## config.mk

```make
export PLATFORM = sky130hd
export DESIGN_NAME = mepg_top
export DESIGN_NICKNAME = d
export VERILOG_FILES = /design/src/mepg_pkg.sv /design/src/mepg_cfg_if.sv /design/src/mepg_channel.sv /design/src/mepg_top.sv
export SDC_FILE = /design/constraint.sdc
export NUM_CORES = 2
export LEC_CHECK = 0
export ABC_AREA = 1
export BUFFER_PORTS_ARGS = -buffer_cell sky130_fd_sc_hd__buf_4
export CAP_MARGIN = 40
export CORE_MARGIN = 2
export CORE_UTILIZATION = 55
export DETAILED_ROUTE_END_ITERATION = 16
export HOLD_SLACK_MARGIN = 0.1
export PLACE_DENSITY_LB_ADDON = 0.08
export SYNTH_ARGS = -nofsm -noshare
export SYNTH_HDL_FRONTEND = slang
export SYNTH_SLANG_ARGS = --single-unit
```

## constraint.sdc

```tcl
create_clock -name ref_clk -period 3.9 [get_ports ref_clk]
set_input_delay 0.39 -clock ref_clk [delete_from_list [all_inputs] [get_ports ref_clk]]
set_output_delay 0.39 -clock ref_clk [all_outputs]
set_load 0.05 [all_outputs]
```

## src/mepg_pkg.sv

```systemverilog
// package for the eight-channel multi-edge pulse generator
// assumes a single 20 MHz clock and a 32-bit avalon-mm register slave
`default_nettype none
package mepg_pkg;
   localparam int NUM_CH    = 8;
   localparam int NUM_EDGES = 8;
   localparam int CNT_W     = 16;
   localparam int PRE_W     = 8;
   localparam int REP_W     = 8;
   localparam int ADDR_W    = 8;
   // byte offsets, word aligned
   localparam logic [7:0] OFS_CTRL   = 8'h00;
   localparam logic [7:0] OFS_PERIOD = 8'h04;
   localparam logic [7:0] OFS_PRESC  = 8'h08;
   localparam logic [7:0] OFS_REPEAT = 8'h0C;
   localparam logic [7:0] OFS_INIT   = 8'h10;
   localparam logic [7:0] OFS_OUTEN  = 8'h14;
   localparam logic [7:0] OFS_STATUS = 8'h18;
   localparam logic [7:0] OFS_IRQMSK = 8'h1C;
   localparam logic [7:0] OFS_EDGE0  = 8'h40;
   // word k of channel c sits at OFS_EDGE0 + 4*(c*4+k): edge 2k low half, 2k+1 high half
   localparam logic [7:0] OFS_EDGE_END = 8'hBC;
   // control register fields
   localparam int CTRL_START  = 0;
   localparam int CTRL_STOP   = 1;
   localparam int CTRL_TRIGEN = 2;
   localparam int CTRL_CONT   = 3;
   localparam int CTRL_PREEN  = 4;
   // status fields
   localparam int ST_DONE = 0;
   localparam int ST_RUN  = 1;
   localparam logic [15:0] RST_PERIOD = 16'hFFFF;
   localparam logic [7:0]  RST_PRESC  = 8'h00;
   localparam logic [7:0]  RST_REPEAT = 8'h01;
   typedef enum logic [1:0] {MEPG_IDLE, MEPG_RUN} mepg_state_t;
endpackage
`default_nettype wire

```

## src/mepg_cfg_if.sv

```systemverilog
// interface carrying configuration from the register file to the channels
// assumes all members are driven from the single ref_clk domain
`default_nettype none
interface mepg_cfg_if;
   logic [15:0] edge_val [8][8];
   logic [7:0]  init_lvl;
   logic [7:0]  out_en;
   logic [15:0] count;
   logic        cyc_start;
   logic        tick;
   logic        running;
   modport regs (output edge_val, output init_lvl, output out_en);
   modport core (output count, output cyc_start, output tick, output running,
                 input edge_val, input init_lvl, input out_en);
   modport chan (input edge_val, input init_lvl, input out_en, input count,
                 input cyc_start, input tick, input running);
endinterface
`default_nettype wire

```

## src/mepg_channel.sv

```systemverilog
// one pulse output channel: toggles on edge matches, reloads initial level
// assumes count/tick/cyc_start come from the shared period counter
`default_nettype none
module mepg_channel #(
   parameter int CH = 0
) (
   input  wire logic ref_clk,
   input  wire logic rst,
   mepg_cfg_if.chan  cfg,
   output var  logic pwm
);
   logic [7:0] hit;
   logic       any_hit;
   // compare the live count with every programmed edge
   genvar i;
   generate
      for (i = 0; i < 8; i++) begin : g_cmp
         assign hit[i] = (cfg.count == cfg.edge_val[CH][i]);
      end
   endgenerate
   // several equal edge values count as one toggle
   assign any_hit = |hit;

   // disabled or idle channel sits at its initial level
   always_ff @(posedge ref_clk) begin
      if (rst) begin
         pwm <= 1'b0;
      end else if (!cfg.out_en[CH] || !cfg.running) begin
         pwm <= cfg.init_lvl[CH];
      end else if (cfg.cyc_start) begin
         pwm <= cfg.init_lvl[CH];
      end else if (cfg.tick && any_hit) begin
         pwm <= ~pwm;
      end
   end
endmodule
`default_nettype wire

```

## src/mepg_top.sv

```systemverilog
// top of the eight-channel multi-edge pulse generator with avalon-mm slave
// assumes one 20 MHz clock, synchronous active-high reset, trigger synchronous
//
// Contract
// eight pulse outputs share one period counter and one trigger path.
// a 16-bit counter with a programmed terminal value sets the cycle length.
// the counter steps on system clocks, optionally through an 8-bit prescaler.
// each output has eight toggle points, so up to four pulses per cycle.
// an output inverts whenever the counter equals one of its toggle values; a toggle value of 0 loses to the reload unless pre_en is set and presc > 0.
// each output starts every cycle from its own software-chosen level.
// an output produces its waveform only while its enable is set.
// cycles repeat forever or a programmed 1 to 255 times and then stop.
// a sequence starts on a software start or on a trigger input rise.
// at the terminal value the counter returns to zero and levels reload.
// a sticky flag, readable and clearable, marks the end of a finite run.
//
// Implementation choices: register access over Avalon-MM and the placing of the registers.
`default_nettype none
module mepg_top (
   input  wire logic        ref_clk,
   input  wire logic        rst,
   input  wire logic [7:0]  avs_address,
   input  wire logic        avs_read,
   input  wire logic        avs_write,
   input  wire logic [31:0] avs_writedata,
   input  wire logic [3:0]  avs_byteenable,
   output var  logic [31:0] avs_readdata,
   output var  logic        avs_waitrequest,
   input  wire logic        trig_in,
   output var  logic [7:0]  pwm_out,
   output var  logic        irq
);
   mepg_cfg_if cfg ();

   // registers
   logic [15:0] edge_reg [8][8];
   logic [15:0] period;
   logic [7:0]  presc;
   logic [7:0]  repeat_cnt;
   logic [7:0]  init_lvl;
   logic [7:0]  out_en;
   logic        trig_en;
   logic        cont_mode;
   logic        pre_en;
   logic        done_st;
   logic        done_msk;
   // core state
   mepg_pkg::mepg_state_t state;
   logic [15:0] count;
   logic [7:0]  pre_cnt;
   logic [7:0]  cyc_left;
   logic        cyc_start;
   logic        trig_d;
   logic        acked;
   logic [7:0]  pwm_w;

   // bus decode
   wire logic        acc       = avs_read | avs_write;
   wire logic        wr_go     = avs_write & acked;   // lands where waitrequest is low
   wire logic        rd_go     = avs_read & ~acked;
   wire logic        sel_ctrl  = (avs_address == mepg_pkg::OFS_CTRL);
   wire logic        sel_per   = (avs_address == mepg_pkg::OFS_PERIOD);
   wire logic        sel_pre   = (avs_address == mepg_pkg::OFS_PRESC);
   wire logic        sel_rep   = (avs_address == mepg_pkg::OFS_REPEAT);
   wire logic        sel_init  = (avs_address == mepg_pkg::OFS_INIT);
   wire logic        sel_oen   = (avs_address == mepg_pkg::OFS_OUTEN);
   wire logic        sel_st    = (avs_address == mepg_pkg::OFS_STATUS);
   wire logic        sel_msk   = (avs_address == mepg_pkg::OFS_IRQMSK);
   // 64 toggle values only fit the 8-bit map as two per word, even slot low
   wire logic        sel_edge  = (avs_address >= mepg_pkg::OFS_EDGE0) &&
                                 (avs_address <= mepg_pkg::OFS_EDGE_END) &&
                                 (avs_address[1:0] == 2'h0);
   wire logic [4:0]  edge_idx  = 5'(avs_address[7:2] - mepg_pkg::OFS_EDGE0[7:2]);
   wire logic [2:0]  edge_ch   = edge_idx[4:2];
   wire logic [2:0]  edge_lo   = {edge_idx[1:0], 1'b0};
   wire logic [2:0]  edge_hi   = {edge_idx[1:0], 1'b1};
   wire logic        be0       = avs_byteenable[0];
   wire logic        be1       = avs_byteenable[1];
   wire logic        be2       = avs_byteenable[2];
   wire logic        be3       = avs_byteenable[3];
   wire logic [15:0] wdat16    = {be1 ? avs_writedata[15:8] : 8'h00,
                                  be0 ? avs_writedata[7:0] : 8'h00};
   wire logic [15:0] wdat_hi   = {be3 ? avs_writedata[31:24] : 8'h00,
                                  be2 ? avs_writedata[23:16] : 8'h00};
   wire logic        sw_start  = wr_go & sel_ctrl & be0 &
                                 avs_writedata[mepg_pkg::CTRL_START];
   wire logic        sw_stop   = wr_go & sel_ctrl & be0 &
                                 avs_writedata[mepg_pkg::CTRL_STOP];
   wire logic        trig_rise = trig_in & ~trig_d;
   wire logic        idle      = (state == mepg_pkg::MEPG_IDLE);
   // start from software always; from the trigger pin only when armed
   wire logic        go        = idle & (sw_start | (trig_en & trig_rise));
   wire logic        running   = (state == mepg_pkg::MEPG_RUN);
   // prescaler: tick every (presc+1) clocks when enabled, else every clock
   wire logic        tick      = running & (!pre_en || pre_cnt == presc);
   wire logic        at_end    = tick & (count == period);
   wire logic        last_cyc  = !cont_mode && (cyc_left == 8'h01);
   wire logic        fin       = at_end & last_cyc;
   wire logic [7:0]  next_left = fin ? 8'h00 : 8'(cyc_left - 8'h01);

   // register read mux
   logic [31:0] rd_mux;
   always_comb begin
      rd_mux = 32'h0000_0000;
      unique case (1'b1)
         sel_ctrl: rd_mux = {27'h0, pre_en, cont_mode, trig_en, 2'b00};
         sel_per:  rd_mux = {16'h0, period};
         sel_pre:  rd_mux = {24'h0, presc};
         sel_rep:  rd_mux = {24'h0, repeat_cnt};
         sel_init: rd_mux = {24'h0, init_lvl};
         sel_oen:  rd_mux = {24'h0, out_en};
         sel_st:   rd_mux = {22'h0, cyc_left, running, done_st};
         sel_msk:  rd_mux = {31'h0, done_msk};
         sel_edge: rd_mux = {edge_reg[edge_ch][edge_hi], edge_reg[edge_ch][edge_lo]};
         default:  rd_mux = 32'h0000_0000;  // unmapped reads return zero
      endcase
   end

   // bus handshake: one wait cycle then answer
   always_ff @(posedge ref_clk) begin
      if (rst) begin
         acked           <= 1'b0;
         avs_waitrequest <= 1'b1;
         avs_readdata    <= 32'h0000_0000;
      end else begin
         acked           <= acc & ~acked;
         avs_waitrequest <= ~(acc & ~acked);
         if (rd_go) avs_readdata <= rd_mux;
      end
   end

   // control registers
   always_ff @(posedge ref_clk) begin
      if (rst) begin
         period     <= mepg_pkg::RST_PERIOD;
         presc      <= mepg_pkg::RST_PRESC;
         repeat_cnt <= mepg_pkg::RST_REPEAT;
         init_lvl   <= 8'h00;
         out_en     <= 8'h00;
         trig_en    <= 1'b0;
         cont_mode  <= 1'b0;
         pre_en     <= 1'b0;
         done_msk   <= 1'b0;
      end else if (wr_go) begin
         if (sel_ctrl && be0) begin
            trig_en   <= avs_writedata[mepg_pkg::CTRL_TRIGEN];
            cont_mode <= avs_writedata[mepg_pkg::CTRL_CONT];
            pre_en    <= avs_writedata[mepg_pkg::CTRL_PREEN];
         end
         if (sel_per && (be0 || be1)) period <= wdat16;
         if (sel_pre && be0) presc <= avs_writedata[7:0];
         // a count of zero is not meaningful, hold at one
         if (sel_rep && be0) repeat_cnt <= (avs_writedata[7:0] == 8'h00) ? 8'h01
                                            : avs_writedata[7:0];
         if (sel_init && be0) init_lvl <= avs_writedata[7:0];
         if (sel_oen && be0) out_en <= avs_writedata[7:0];
         if (sel_msk && be0) done_msk <= avs_writedata[0];
      end
   end

   // edge table; no reset, software must load it before enabling outputs
   always_ff @(posedge ref_clk) begin
      if (wr_go && sel_edge && (be0 || be1)) begin
         edge_reg[edge_ch][edge_lo] <= wdat16;
      end
      if (wr_go && sel_edge && (be2 || be3)) begin
         edge_reg[edge_ch][edge_hi] <= wdat_hi;
      end
   end

   // done flag: completion beats a same-cycle write-one clear
   always_ff @(posedge ref_clk) begin
      if (rst) begin
         done_st <= 1'b0;
      end else if (fin) begin
         done_st <= 1'b1;
      end else if (wr_go && sel_st && be0 && avs_writedata[mepg_pkg::ST_DONE]) begin
         done_st <= 1'b0;
      end
   end

   // sequencer
   always_ff @(posedge ref_clk) begin
      if (rst) begin
         state    <= mepg_pkg::MEPG_IDLE;
         cyc_left <= 8'h00;
      end else begin
         unique case (state)
            mepg_pkg::MEPG_IDLE: if (go) begin
               state    <= mepg_pkg::MEPG_RUN;
               cyc_left <= repeat_cnt;
            end
            mepg_pkg::MEPG_RUN: begin
               if (sw_stop || fin) begin
                  state <= mepg_pkg::MEPG_IDLE;
               end
               if (at_end && !cont_mode) cyc_left <= next_left;
            end
         endcase
      end
   end

   // shared period counter and prescaler
   always_ff @(posedge ref_clk) begin
      if (rst || go) begin
         count   <= 16'h0000;
         pre_cnt <= 8'h00;
      end else if (running) begin
         pre_cnt <= tick ? 8'h00 : 8'(pre_cnt + 8'h01);
         if (at_end) count <= 16'h0000;
         else if (tick) count <= 16'(count + 16'h0001);
      end
   end

   // cycle start marker reloads every channel level
   always_ff @(posedge ref_clk) begin
      if (rst) begin
         cyc_start <= 1'b0;
         trig_d    <= 1'b0;
         irq       <= 1'b0;
      end else begin
         cyc_start <= go | (at_end & ~last_cyc);
         trig_d    <= trig_in;
         irq       <= done_st & done_msk;
      end
   end

   assign cfg.edge_val  = edge_reg;
   assign cfg.init_lvl  = init_lvl;
   assign cfg.out_en    = out_en;
   assign cfg.count     = count;
   assign cfg.cyc_start = cyc_start;
   assign cfg.tick      = tick;
   assign cfg.running   = running;

   // eight identical channels on the one shared counter
   genvar c;
   generate
      for (c = 0; c < 8; c++) begin : g_ch
         mepg_channel #(.CH(c)) u_ch (
            .ref_clk (ref_clk),
            .rst     (rst),
            .cfg     (cfg),
            .pwm     (pwm_w[c])
         );
      end
   endgenerate

   // pins come from the channel flops
   assign pwm_out = pwm_w;
endmodule
`default_nettype wire

```

== After elaboration in Yosys (flattened, before gate mapping) ==
Cells that the tools add are included.

* Divide/modulo/power cells: 0
* Add/subtract/negate cells: 4
* $mul: 0
* Shift-type cells: 0
* Reduce and logical (&&, ||, !) cells: 84
* Muxes and demuxes: 63
* Bitwise logic cells: 33
* Order comparisons: 8
* Equal/unequal tests: 78

{| class="wikitable"
|+ Operators by type and width
! cell !! count
|-
| $bwmux W1024 || 2
|-
| $mux W1024 || 2
|-
| $eq A16 B16 Y1 || 65
|-
| $demux W128 S3 || 2
|-
| $mux W128 || 4
|-
| $bmux W128 S3 || 1
|-
| $pmux W32 S9 || 1
|-
| $mux W16 || 8
|-
| $bmux W16 S3 || 2
|-
| $demux W16 S3 || 2
|-
| $mux W8 || 9
|-
| $reduce_or A8 Y1 || 8
|-
| $eq A8 B5 Y1 const B || 4
|-
| $logic_and A1 B1 Y1 || 28
|-
| $mux W1 || 26
|-
| $reduce_bool A3 Y1 || 8
|-
| $reduce_and A2 Y1 || 10
|-
| $add A16 B1 Y16 const B || 1
|-
| $eq A8 B4 Y1 const B || 2
|-
| $logic_not A8 Y1 || 2
|-
| $pmux W8 S2 || 1
|-
| $and A1 B1 Y1 || 15
|-
| $logic_or A1 B1 Y1 || 13
|-
| $ge A4 B4 Y1 const B || 3
|-
| other kinds (20) || 51
|}

* Input bits: 49
* Output and inout bits: 42
* Memories: 0
* Register bits after elaboration: 1156
* Bits in latches: 0
* Memory bits (writable): 0
* ROM bits: 0

== Depth between registers and ports, before layout ==
* Word-level depth: 12
* Mapped depth: 17
* Depth with buffers taken out: 14

== By module ==
From an unflattened synthesis, not the netlist that was laid out.

* Cell total of the unflattened synthesis: 9864
* Area total of the unflattened synthesis: 70672.8 um^2

{| class="wikitable"
|+ Modules (own cells, without submodules)
! module !! times used !! cells each !! seq. area each (um^2) !! area an instance (um^2)
|-
| mepg_top || 1 || 5120 || 33211.9 || 50183.1
|-
| mepg_channel || 8 || 593 || 20.0 || 2561.2
|}

== Least setup slack after synthesis ==
Ideal clock, no wire load.

* Path kind: input to register
* Start: input avs_address[5]
* End: register edge_reg (netlist bit cfg.edge_val[208]), enable pin
* Required time: 3.491 ns
* Stages: 7
* Library setup time: 0.409 ns
* Data arrival time: 2.409 ns
* Slack: 1.082 ns
* Path through: buf_2 inv_1 nor2_1 nand2_2 buf_2 buf_2 nor3_1

* Longest elaborated chain between the ends: 10
* Elaborated cells between the ends (all ways): 20
* Those cells by class: 1 x add/sub; 4 x order compare; 8 x mux; 1 x bitwise; 6 x reduce/logical

{| class="wikitable"
|+ Ends and longest elaborated chain
! element !! line !! source
|-
| start, declared || mepg_top.sv:22 || <nowiki>input wire logic [7:0] avs_address,</nowiki>
|-
| $sub A5 B5 Y5 || mepg_top.sv:73 || <nowiki>wire logic [4:0] edge_idx = 5'(avs_address[7:2] - mepg_pkg::OFS_EDGE0[7:2]);</nowiki>
|-
| $not A3 Y4 (not written as such) || mepg_top.sv:164, mepg_top.sv:167 ||
|-
| $ge A4 B4 Y1 (not written as such) or $lt A4 B1 Y1 (tied branches) || mepg_top.sv:164, mepg_top.sv:167 ||
|-
| $logic_and A1 B1 Y1 (not written as such) || mepg_top.sv:164, mepg_top.sv:167 ||
|-
| $mux W128 (not written as such) || mepg_top.sv:164 || <nowiki>edge_reg[edge_ch][edge_lo] <= wdat16;</nowiki>
|-
| $demux W128 S3 || mepg_top.sv:164 ||
|-
| $bwmux W1024 || mepg_top.sv:164 ||
|-
| $mux W1024 || mepg_top.sv:163 || <nowiki>if (wr_go && sel_edge && (be0 || be1)) begin</nowiki>
|-
| $bwmux W1024 || mepg_top.sv:167 || <nowiki>edge_reg[edge_ch][edge_hi] <= wdat_hi;</nowiki>
|-
| $mux W1024 * || mepg_top.sv:166 || <nowiki>if (wr_go && sel_edge && (be2 || be3)) begin</nowiki>
|-
| end signal, assigned by index || mepg_top.sv:164 ||
|-
| end signal, assigned by index || mepg_top.sv:167 ||
|-
| end, declared || mepg_top.sv:36 || <nowiki>logic [15:0] edge_reg [8][8];</nowiki>
|}

Every way passes the cells marked *; elsewhere a longest branch is shown, timed or not.
A chain may end at the register's enable or synchronous reset.

== Worst setup path in the final report ==
* Start: register count[15], in the netlist cfg.count[15]
* End: register g_ch[4].u_ch.pwm

* Longest elaborated chain between the ends: 4
* Elaborated cells between the ends (all ways): 11
* Those cells by class: 8 x eq/ne; 3 x reduce/logical

{| class="wikitable"
|+ Ends and longest elaborated chain
! element !! line !! source
|-
| start, declared || mepg_top.sv:49 || <nowiki>logic [15:0] count;</nowiki>
|-
| start signal, assigned || mepg_top.sv:211 || <nowiki>else if (tick) count <= 16'(count + 16'h0001);</nowiki>
|-
| $eq A16 B16 Y1 || mepg_channel.sv:18 || <nowiki>assign hit[i] = (cfg.count == cfg.edge_val[CH][i]);</nowiki>
|-
| $reduce_or A8 Y1 * || mepg_channel.sv:22 || <nowiki>assign any_hit = |hit;</nowiki>
|-
| $logic_and A1 B1 Y1 * || mepg_channel.sv:32 || <nowiki>end else if (cfg.tick && any_hit) begin</nowiki>
|-
| $reduce_bool A3 Y1 (no line) * || n/a ||
|-
| end signal, assigned || mepg_channel.sv:29 || <nowiki>pwm <= cfg.init_lvl[CH];</nowiki>
|-
| end signal, assigned || mepg_channel.sv:31 || <nowiki>pwm <= cfg.init_lvl[CH];</nowiki>
|-
| end signal, assigned || mepg_channel.sv:33 || <nowiki>pwm <= ~pwm;</nowiki>
|-
| end, declared || mepg_channel.sv:10 || <nowiki>output var logic pwm</nowiki>
|}

Marks and branches as above.

==> impl_metrics.toml <==
[status]
outcome = "completed"

[place]
gp_congestion = 0.992
place_area_mm2 = 0.0672
post-place-ws_ps = 650
dp_cells = 9101
io_buffers = 90
place_hpwl_mm = 165

[layout]
nets = 7796
instances_no_fill = 9370
layout-drive-gt1-share_pct = 8.54
post-route-util_pct = 61.8
synthToLayoutAreaGrowth_pct = 11.7
finalInstanceArea_mm2 = 0.0717

[sta]
period_share_pct = 79.1
fin_setup_tns_ps = 0
hold_viol = 0
final_max_slew_viol_count = 0
period_needed_ps = 3090
rsz0062_at_grt = "no"
max_freq_mhz = 324
finalClockSkew_ps = 31.0
fin_hold_ws_ps = 136
worst_pin_slew_ps = 909
worst_slew_margin_rel_pct = 39.2
setup_violations = 0
setup_ws_ps = 814

[setup_path]
r2r-end = "g_ch[4].u_ch.pwm"
end_kind = "flip-flop"
cp_max_fo = 22
r2r-start = "cfg.count[15]"
path_class = "reg2reg"
startpoint = "cfg.count[15]"
cp.arrival_ps = 3730
startpoint_type = "flip-flop"
reg2regPathDepth = 13
r2r_setup_slack_ps = 810
cp_data_required_time_ps = 4550

[global_route]
grt_max_degree = 187
grt-ovfl-total = 0
grt_first_pass_wirelength_mm = 352
track_usage_pct = 40.5
grt_pass1_vias = 52349
antenna_found_initial = 6

[logic_synthesis]
netlist_area_mm2 = 0.0642
synth_area_leaders = "edfxtp_1 48%, nand2_1 13%, nor2_1 9.8%, xor2_1 7.9%, dfxtp_1 4.1%"
synth-seq-cells = 1155
yosysWarnings = 0
synth_top_area_cell = "edfxtp_1"
synth_nets = 7765
synth_top_area_share_pct = 47.9
synth_ff_type = "edfxtp_1"
yosys.cell_types.count = 45
yosysMostFrequentCell = "nand2_1"
async_flop_share_pct = 0
synth-edff-count = 1024
syn_inst = 7712
synthTopCellsByCount = "2196 x nand2_1, 1684 x nor2_1, 1024 x edfxtp_1"
syn_area_per_cell_um2 = 8.33
ys_seq_area_share_pct = 52.0

[drt]
ant_nets = 0
drt_pass1_iterations = 7
vias = 55489
drtIter0Drc = 7009
viasPerCell = 5.92
drc = 0
wl_per_cell_um = 26.2
wl_mm = 246

[pwr]
peakVddDrop_mv = 0.376
pwr_density_cell_mw_per_mm2 = 382
leakage_nw = 32.2
total_power_mw = 27.4

[min_path]
hold_depth = 3
min_from = "avs_writedata[24]"
hold_path_class = "in2reg"
whs_endpoint = "cfg.edge_val[328]"

[clock_tree]
clockBufferDepth = 3
clock-sinks = 1155
clk_latency_ps = 780
cts_max_level = 4
cts_tree = "yes"
cts-buffers-inserted = 133
ctsRootBufferMaster = "clkbuf_16"
cts.clk_slew.worst_paths_ps = 60

[job]
max_cap_violations = 0

[floorplanning]
die_w_um = 346
die_h_um = 346
rows = 125
ios = 91
die-area_mm2 = 0.120
initial_utilization_pct = 55.3
coreArea_mm2 = 0.116
## worst max-delay path by stage
stage          cells past startpoint  slack (ps)                 to
6_report                          13         810   g_ch[4].u_ch.pwm
5_1_grt                           13         800   g_ch[4].u_ch.pwm
4_1_cts                            6         960  cfg.edge_val[222]
3_5_place_dp                      11         650  cfg.edge_val[297]
3_3_place_gp                      11         710  cfg.edge_val[299]
2_1_floorplan                      7        1080  cfg.edge_val[208]
## worst max-delay path, stage by stage, from the launching register on
cell and delay, ps:
dfxtp_4 670, buf_4 530, xor2_1 190, nor2_1 70, nand2_1 50, nor2_1 40, nand2_1 230, nand2_1 300
nor2_1 450, nand2_1 100, nand2_1 110, nand3_1 90, nand2_1 60, nor2_1 30
## layer usage
metal / share of wire [%] / GRT usage, % / routed length [µm]
met1: 36 / 51.0 / 88600
met2: 45 / 63.5 / 110000
met3: 11 / 7.98 / 27700
met4: 8.0 / 27.5 / 19700
met5: 0.016 / 0 / 39
## cell families (layout without fill, tap and decap cells)
group,count (synthesis),after routing,synth area share (%)
simple gates,4149,4149,25.5
flops,1155,1155,52.0
buf+inv,1001,1133,6.76
compound gates,707,707,6.16
xor+xnor,694,694,9.46
fa+ha+maj,4,4,0.0779
mux,2,2,0.0351
other cells,0,2,0
## power by group
part           switching (mW)  leakage [nW]  total (mW)  internal [mW]
Sequential             0.0107          11.7        13.4           13.4
Combinational            1.31          18.4        1.72          0.411
Clock                    5.14          2.05        12.3           7.17
Total                    6.46          32.2        27.4           20.9
## flip-flops by register name, summed over array words and instances, names as in the netlist, 8 cells and up
| register | count |
|---|---|
| pre_cnt | 8 |
| cfg.out_en | 8 |
| cfg.init_lvl | 8 |
| repeat_cnt | 8 |
| period | 16 |
| presc | 8 |
| cyc_left | 8 |
| g_ch.u_ch.pwm | 8 |
| cfg.edge_val | 1024 |
| avs_readdata | 32 |
| cfg.count | 16 |
## cell usage in the layout (no fill, tap or decap), drive strengths merged, types with 115 or more instances in the layout
| cell type | count |
|---|---|
| a21oi | 155 |
| buf | 312 |
| clkbuf | 186 |
| dfxtp | 131 |
| edfxtp | 1024 |
| inv | 554 |
| nand2 | 2201 |
| nor2 | 1694 |
| o21ai | 287 |
| o22ai | 201 |
| xnor2 | 115 |
| xor2 | 579 |
## repair_timing
item | 4_1_cts | 5_1_grt
setup buffers | 0 | 0
gates resized for setup | 0 | 0
endpoints found under the setup margin | 0 | 0
hold endpoints to repair | 57 | 0
hold buffers | 30 | 0
## area by class of cell
class	instances	area [µm²]
fill	9970	44300
sequential	1155	33400
multi-input combinational	5556	26700
clock buffer	185	3720
timing repair buffer	343	3350
inverter	554	2080
tap	1524	1910
clock inverter	51	462
antenna	2	5.00
Note: power is estimated with default switching activity, not from simulation.
